$ cat config.mk
export PLATFORM = sky130hd
export DESIGN_NAME = epd_divider
export DESIGN_NICKNAME = d
export VERILOG_FILES = /design/src/pkg/epd_pkg.sv /design/src/verilog/epd_divider.sv
export SDC_FILE = /design/constraint.sdc
export NUM_CORES = 1
export LEC_CHECK = 0
export BUFFER_PORTS_ARGS = -buffer_cell sky130_fd_sc_hd__buf_2
export CORE_MARGIN = 4
export CORE_UTILIZATION = 57
export DETAILED_ROUTE_END_ITERATION = 10
export GPL_TIMING_DRIVEN = 0
export PLACE_DENSITY = 0.81
export REMOVE_ABC_BUFFERS = 1
export SYNTH_ARGS = -nofsm -noshare
export SYNTH_HDL_FRONTEND = slang
export SYNTH_SLANG_ARGS = --single-unit
$ cat constraint.sdc
create_clock -name sys_clk -period 5.5 [get_ports sys_clk]
set_clock_uncertainty 0.2 [all_clocks]
set_input_delay 0.275 -clock sys_clk [delete_from_list [all_inputs] [get_ports sys_clk]]
set_output_delay 0.275 -clock sys_clk [all_outputs]
set_load 0.05 [all_outputs]
$ cat src/pkg/epd_pkg.sv
// Constants and types for the encoder pulse divider output
`default_nettype none
package epd_pkg;
   localparam logic [14:0] EPD_DIV_MIN = 15'h0010;
   localparam logic [14:0] EPD_DIV_DEFAULT = 15'h4000;
   localparam logic [14:0] EPD_RES13_PPR = 15'h0800;
   localparam logic [14:0] EPD_RES16_PPR = 15'h4000;
   localparam logic [14:0] EPD_DIV_RESET = 15'h4000;

   typedef struct packed {
      logic a;
      logic b;
      logic c;
   } epd_phase_type;

   typedef struct packed {
      logic a_p;
      logic a_n;
      logic b_p;
      logic b_n;
      logic c_p;
      logic c_n;
   } epd_diff_type;
endpackage
`default_nettype wire

$ cat src/verilog/epd_divider.sv
// Encoder pulse divider with differential A/B/C outputs
`default_nettype none

// Contract
// - Divide encoder quadrature by setting; drive A, B, C as differential pairs.
// - Setting is output pulses per revolution; default 16384.
// - Accept 16..2048 on 13-bit, 16..16384 on 16-bit encoders.
// - 13-bit encoder with larger setting runs at 2048 pulses per revolution.
// - New setting takes effect only after power cycle; old one stays.
// - Division does not depend on electronic gear numerator or denominator.
module epd_divider
   import epd_pkg::*;
(
   // Clock and reset
   input wire logic sys_clk,
   input wire logic rst_n,
   // Configuration
   input wire logic [14:0] output_pulse_divider_setting,
   input wire logic encoder_is_13bit,
   input wire logic [15:0] gear_numerator_setting,
   input wire logic [15:0] gear_denominator_setting,
   // Motor position encoder pins
   input wire logic [2:0] motor_position_encoder,
   // Divided outputs
   output epd_diff_type divided_out,
   output logic divided_phase_a_out,
   output logic divided_phase_b_out,
   output logic index_phase_c_out,
   output logic [14:0] active_divider
);

   ////////////////////////////////////////////////////////////////////////
   // Pin synchronisers
   // Three flops; a change counts once stages two and three agree
   function automatic logic settled(input logic mid, input logic last,
                                    input logic held);
      settled = (mid == last) ? last : held;
   endfunction

   logic [2:0] s1_q;
   logic [2:0] s2_q;
   logic [2:0] s3_q;
   epd_phase_type in_q;
   epd_phase_type in_d;

   // Flop chain
   always_ff @(posedge sys_clk or negedge rst_n) begin
      if (!rst_n) begin
         s1_q <= 3'h0;
         s2_q <= 3'h0;
         s3_q <= 3'h0;
      end else begin
         s1_q <= motor_position_encoder;
         s2_q <= s1_q;
         s3_q <= s2_q;
      end
   end

   // Agreement filter per channel
   always_comb begin
      in_d.a = settled(s2_q[2], s3_q[2], in_q.a);
      in_d.b = settled(s2_q[1], s3_q[1], in_q.b);
      in_d.c = settled(s2_q[0], s3_q[0], in_q.c);
   end

   always_ff @(posedge sys_clk or negedge rst_n) begin
      if (!rst_n)
         in_q <= '0;
      else
         in_q <= in_d;
   end

   ////////////////////////////////////////////////////////////////////////
   // Setting latch after reset release
   function automatic logic [14:0] native_ppr(input logic r13);
      native_ppr = r13 ? EPD_RES13_PPR : EPD_RES16_PPR;
   endfunction

   function automatic logic [14:0] clamp_setting(input logic [14:0] s,
                                                  input logic r13);
      logic [14:0] lim;
      lim = native_ppr(r13);
      if (s < EPD_DIV_MIN)
         clamp_setting = EPD_DIV_MIN;
      else if (s > lim)
         clamp_setting = lim;
      else
         clamp_setting = s;
   endfunction

   logic latched_q;
   logic [14:0] div_q;
   logic [14:0] enc_ppr_q;

   // One-shot capture after reset
   always_ff @(posedge sys_clk or negedge rst_n) begin
      if (!rst_n)
         latched_q <= 1'b0;
      else
         latched_q <= 1'b1;
   end

   always_ff @(posedge sys_clk or negedge rst_n) begin
      if (!rst_n)
         div_q <= EPD_DIV_RESET;
      else if (!latched_q)
         div_q <= clamp_setting(output_pulse_divider_setting,
                                encoder_is_13bit);
   end

   always_ff @(posedge sys_clk or negedge rst_n) begin
      if (!rst_n)
         enc_ppr_q <= EPD_RES16_PPR;
      else if (!latched_q)
         enc_ppr_q <= native_ppr(encoder_is_13bit);
   end

   assign active_divider = div_q;

   ////////////////////////////////////////////////////////////////////////
   // Quadrature decode of the input
   logic prev_a_q;
   logic prev_b_q;
   logic prev_c_q;
   logic step;
   logic dir_up;
   always_ff @(posedge sys_clk or negedge rst_n) begin
      if (!rst_n) begin
         prev_a_q <= 1'b0;
         prev_b_q <= 1'b0;
         prev_c_q <= 1'b0;
      end else begin
         prev_a_q <= in_q.a;
         prev_b_q <= in_q.b;
         prev_c_q <= in_q.c;
      end
   end
   assign step = (in_q.a ^ prev_a_q) ^ (in_q.b ^ prev_b_q);
   assign dir_up = in_q.a ^ prev_b_q;

   ////////////////////////////////////////////////////////////////////////
   // Rate accumulator, gear settings unused
   // Edge accumulator: out edges = in edges * div / enc_ppr
   logic [15:0] acc_q;
   logic [1:0] out_state_q;
   logic [15:0] acc_sum;
   logic [15:0] acc_dif;
   logic emit;
   assign acc_sum = acc_q + {1'b0, div_q};
   assign acc_dif = acc_q - {1'b0, div_q};
   always_comb begin
      emit = 1'b0;
      if (step) begin
         if (dir_up)
            emit = acc_sum >= {1'b0, enc_ppr_q};
         else
            emit = acc_q < {1'b0, div_q};
      end
   end
   always_ff @(posedge sys_clk or negedge rst_n) begin
      if (!rst_n) begin
         acc_q <= 16'h0000;
      end else if (step) begin
         if (dir_up)
            acc_q <= emit ? acc_sum - {1'b0, enc_ppr_q} : acc_sum;
         else
            acc_q <= emit ? acc_dif + {1'b0, enc_ppr_q} : acc_dif;
      end
   end

   ////////////////////////////////////////////////////////////////////////
   // Gray sequence of the output
   logic [1:0] out_state_d;

   always_comb begin
      out_state_d = out_state_q;
      if (emit && dir_up)
         out_state_d = out_state_q + 2'h1;
      else if (emit)
         out_state_d = out_state_q - 2'h1;
   end

   always_ff @(posedge sys_clk or negedge rst_n) begin
      if (!rst_n)
         out_state_q <= 2'h0;
      else
         out_state_q <= out_state_d;
   end

   ////////////////////////////////////////////////////////////////////////
   // Output drivers
   // Single-ended A and B; A leads while counting up
   always_ff @(posedge sys_clk or negedge rst_n) begin
      if (!rst_n) begin
         divided_phase_a_out <= 1'b0;
         divided_phase_b_out <= 1'b0;
      end else begin
         divided_phase_a_out <= out_state_q[1] ^ out_state_q[0];
         divided_phase_b_out <= out_state_q[1];
      end
   end

   // Index passes through, filtered one cycle
   always_ff @(posedge sys_clk or negedge rst_n) begin
      if (!rst_n)
         index_phase_c_out <= 1'b0;
      else
         index_phase_c_out <= in_q.c & prev_c_q;
   end

   // Differential pairs
   always_ff @(posedge sys_clk or negedge rst_n) begin
      if (!rst_n) begin
         divided_out <= 6'h15;
      end else begin
         divided_out.a_p <= divided_phase_a_out;
         divided_out.a_n <= ~divided_phase_a_out;
         divided_out.b_p <= divided_phase_b_out;
         divided_out.b_n <= ~divided_phase_b_out;
         divided_out.c_p <= index_phase_c_out;
         divided_out.c_n <= ~index_phase_c_out;
      end
   end

endmodule
`default_nettype wire

[Word level (Yosys, flattened, before mapping)]
Index checks and enable logic that the tools add are counted.
Word-level totals
  ROM bits: 0
  bits of input ports: 53
  bits in latches: 0
  logic and storage cells: 57
  memories: 0
  memory bits (writable): 0
  register bits after elaboration: 73
  output and inout bits: 24
Cells by class
  mux-type cells: 10
  $lt $le $gt $ge: 4
  eq/ne operators: 3
  reductions and logical operators: 2
  add/subtract/negate cells: 6
  shifts and indexed selects: 0
  bitwise gates (word level): 9
  div/mod/pow operators: 0
  $mul: 0
Operators with widths (count)
  16-bit 2-to-1 mux: 3
  15-bit 2-to-1 mux: 3
  16-bit by 15-bit adder with 16-bit output: 2
  16-bit by 15-bit subtractor with 16-bit output: 2
  16-bit by 15-bit greater-or-equal comparator with 1-bit output: 1
  16-bit by 15-bit less-than comparator with 1-bit output: 1
  15-bit > comparator: 1
  15-bit by 5-bit less-than comparator with 1-bit output (second input constant): 1
  1-bit bitwise XOR: 5
  2-bit 2-to-1 mux: 2
  1-bit equality test: 3
  1-bit inverter: 3
  2-bit by 1-bit adder with 2-bit output (second input constant): 1
  1-bit 2-to-1 mux: 2
  2-bit nonzero test: 1
  2-bit by 1-bit subtractor with 2-bit output (second input constant): 1
  1-bit bitwise AND: 1
  1-bit logical AND: 1

[Longest topological paths before layout]
  depth in word-level cells: 6
  depth in mapped cells: 19
  depth with buffers taken out: 18

[Worst setup path before layout]
Ideal clock, no wire load.
  path kind: reg-to-reg
  from: reg div_q[0], in the netlist active_divider[0]
  to: reg acc_q[12]
  buffers on the path: 0
  slack: 1.165 ns
  library setup time: 0.080 ns
  stages on the path, launching flop included: 19
  arrival: 4.055 ns
  period minus slack after synthesis: 4.335 ns
  required time: 5.220 ns
  cells stage by stage: dfrtp_1 > ha_1 > fa_1 > nand2b_2 > a211oi_2 > o211ai_1 > nand4_1 > a31oi_1 > o21bai_1 > xnor2_1 > ha_1 > nand4_1 > a221oi_1 > o2111ai_1 > nor4_1 > a32o_2 > nor3_2 > mux2_4 > o211ai_2
Between the ends
  cells in the longest elaborated chain, start to end: 6
  elaborated cells on any way between the ends: 11
  classes of those cells: 4 x add/sub; 2 x order compare; 5 x mux
RTL lines
  start: declaration: RTL line epd_divider.sv:92  | logic [14:0] div_q;
  start signal: assignment: RTL line epd_divider.sv:107  | div_q <= clamp_setting(output_pulse_divider_setting,
  16-bit by 15-bit adder with 16-bit output: RTL line epd_divider.sv:149  | assign acc_sum = acc_q + {1'b0, div_q};
  16-bit by 15-bit greater-or-equal comparator with 1-bit output: RTL line epd_divider.sv:155  | emit = acc_sum >= {1'b0, enc_ppr_q};
  1-bit 2-to-1 mux: RTL line epd_divider.sv:154  | if (dir_up)
  1-bit 2-to-1 mux: RTL line epd_divider.sv:153  | if (step) begin
  16-bit 2-to-1 mux, on equally long branches: RTL line epd_divider.sv:167, epd_divider.sv:165
  16-bit 2-to-1 mux (*): RTL line epd_divider.sv:164  | if (dir_up)
  end signal: assignment: RTL line epd_divider.sv:165  | acc_q <= emit ? acc_sum - {1'b0, enc_ppr_q} : acc_sum;
  end signal: assignment: RTL line epd_divider.sv:167  | acc_q <= emit ? acc_dif + {1'b0, enc_ppr_q} : acc_dif;
  end: declaration: RTL line epd_divider.sv:144  | logic [15:0] acc_q;
Every way passes the cells marked *; elsewhere a longest branch is shown, timed or not.
A chain may end at the register's enable or synchronous reset.

[Final worst setup path]
  from: reg div_q[7], in the netlist active_divider[7]
  to: reg acc_q[12]
The elaborated chain is that of the path after synthesis.

==> results.yml <==
run_status:
  outcome: "finished, final reports clean"
grt:
  grt_overflow: 0
  antenna_found_initial: 0
  grt_pass1_vias: 4157
  grt_usage_pct: 26.2
  grt_pass1_wl_um: 20300
  grt_max_degree: 61
setup_path:
  path_delay_family: "compound AO/OA/AOI/OAI gates"
  critPathBufInv: 2
  cp_max_fo: 11
  path_cells: "inv_1, ha_1, inv_1, a21o_1, a221oi_2, nand4_1, a31oi_1, o21bai_1, xnor2_1, ha_1, nand4_1, a221oi_1, o2111ai_1, nor4_1, a32o_2, nor3_2, mux2_4, o211ai_2"
  critical_path_class: "flop to flop"
  cp-end-kind: "flop"
  cpMaxStageDelayCell: "ha_1"
  startpoint_type: "flop"
  crit_required_ps: 5550
  cp_slowest_stage_delay_ps: 520
  arrival_ps: 5010
logic_synthesis:
  synth_warnings: 0
  ys_seq_area_share_pct: 33.2
  ys_async_sr_fraction_pct: 100
  synth.avg_cell_area_um2: 9.19
  synth-seq-cells: 60
  synth_edf_count: 0
  synthTopCellsByArea: "dfrtp_1, ha_1, a21oi_1"
  synth_top_area_share_pct: 30.3
  syn_inst: 494
  syn_area_um2: 4540
  ys_types: 87
  ys.flop_type: "dfrtp_1"
  yosys.area.top_type: "dfrtp_1"
route:
  finalWirelength_um: 12100
  dr.first_iter.drc_count: 393
  wl_per_cell_um: 18.6
  first_pass_iters: 5
  vias: 4229
  vias_per_cell: 6.48
  drc_errors: 0
  ant_nets: 0
final_layout:
  final_common_cell: "dfrtp_1"
  stdcell_area_um2: 5150
  multi_input_area_um2: 2770
  antenna_cells: 0
  final_layout_size_suffix_gt1_share_pct: 18.5
  final_nets: 639
  area_delta_synth_final_pct: 13.6
  layout_common_cells: "dfrtp_1, buf_2, nor2_1, ha_1, a21oi_1"
  regArea_um2: 1510
  fillers: 566
clock_tree:
  cts_tree: "done"
  clk_latency_ps: 340
  cts.sinks: 60
  path_clk_slew_ps: 70
  clk_root_buffer_cell: "clkbuf_8"
  numCtsBuffers: 9
  htree_num_levels: 3
  cts_buffer_depth: 2
place:
  gp_congestion: 0.930
  place_area_um2: 4760
  port_buffers: 44
  dp_hpwl_um: 8520
power_and_ir_drop:
  ir_worst_vdd_v: 0.000415
  power_density_nw_per_um2: 608
  total_power_uw: 3140
  p_leak_uw: 0.00229
sta:
  worst_pin_slew_ps: 1180
  setup_viol_count_final: 0
  worst_hold_slack_ps: 81.8
  rsz0062_at_grt: "false"
  finalCritPeriodShare_pct: 90.1
  finalHoldViolCount: 0
  maxSlewHeadroom_pct: 21.0
  tns_ps: 0
  timing.fmax_ghz: 0.202
  period_minus_slack_ps: 4960
  final_max_slew_viol_count: 0
floorplan:
  pin_count: 77
  num_rows: 32
  coreArea_um2: 7730
  start_util_pct: 58.7
  die_w_um: 97.2
  die_h_um: 97.2
  die_area_um2: 9450
worst_hold_path:
  min_path_type: "input port to flop"
flow_run:
  maxCapViolations: 0
layer usage:
| metal | up-vias | part of all wire, % | GRT usage (%) | routed length (um) |
|---|---|---|---|---|
| met5 | - | 0 | 0 | 0 |
| met4 | 0 | 2.6 | 10.2 | 312 |
| met3 | 34 | 6.8 | 3.88 | 821 |
| met2 | 191 | 47 | 42.5 | 5640 |
| met1 | 2068 | 44 | 35.5 | 5340 |
| li1 | 1936 | - | - | - |
final cells by class:
type	instances	share of cell area, %
Tap cell	102	2.48
Timing Repair Buffer	61	7.62
Clock buffer	10	2.67
Sequential cell	60	29.3
Multi-Input combinational cell	379	53.7
Inverter	35	2.55
Clock inverter	6	1.70
where the power goes:
part,total (uW),leakage (uW),switching [uW],internal [uW]
Sequential,671,0.000713,107,564
Clock,445,0.000105,179,266
Combinational,2020,0.00147,1250,773
timing repair:
action                    CTS  global route
hold buffers               16             1
setup buffers               0             0
hold endpoints to repair   16            55
resized for setup           0             0
final timing paths:
check                                                 start                 end  slack, ps  cells past startpoint
max                                       active_divider[7]           acc_q[12]        540                     18
min                        output_pulse_divider_setting[14]  active_divider[14]         80                      3
max reg2reg                               active_divider[7]           acc_q[12]        540                     18
min reg2reg                                         s1_q[0]             s2_q[0]        160                      0
max in group asynchronous                             rst_n      out_state_q[0]       4260                      2
min in group asynchronous                             rst_n            acc_q[2]        350                      2
worst register-to-register path, delay by kind of cell, from the launching register on:
family	cells	cell delay, ps
AO/OA/AOI/OAI	8	1780
multiplexers	1	330
XOR/XNOR	1	160
AND/OR/NAND/NOR	4	770
adder cells (fa/ha/maj)	2	930
buffers and inverters	2	230
flip-flops	1	460
metrics by stage:
step	util, %	worst slack, ps	cells
after detailed placement	61.5	708	620
after CTS	66.5	676	652
after global routing	66.7	269	653
after global placement	61.5	754	620
after floorplan	-	1120	474
final	66.7	542	653
cell families (layout without fill, tap and decap cells):
group / after synthesis / in the layout / share of synthesized area [%]
AO/OA/AOI/OAI: 166 / 166 / 27.0
AND/OR/NAND/NOR: 146 / 146 / 16.8
flip-flops: 60 / 60 / 33.2
buffers and inverters: 55 / 112 / 5.76
adder cells (fa/ha/maj): 43 / 43 / 12.0
XOR/XNOR: 18 / 18 / 3.78
multiplexers: 5 / 5 / 1.30
other: 1 / 1 / 0.0826
Yosys cell counts, types with 7 or more instances:
master and n:
a22o_1 11, o21ai_0 24, dfrtp_1 55, nor4_1 9, ha_1 38, o22ai_1 14, clkbuf_1 10, nor2b_1 9
xnor2_1 10, nand3_1 10, nor3_1 10, inv_1 32, a21oi_1 33, xor2_1 7, nand2_1 31, o211ai_1 11
nor2_1 41
flip-flops by register name, indices dropped and copies added (netlist names), 2 cells and up:
| signal | count |
|---|---|
| acc_q | 16 |
| active_divider | 15 |
| divided_out | 6 |
| enc_ppr_q | 2 |
| in_q | 3 |
| out_state_q | 2 |
| s1_q | 3 |
| s2_q | 3 |
| s3_q | 3 |
(Power assumes the default switching activity.)
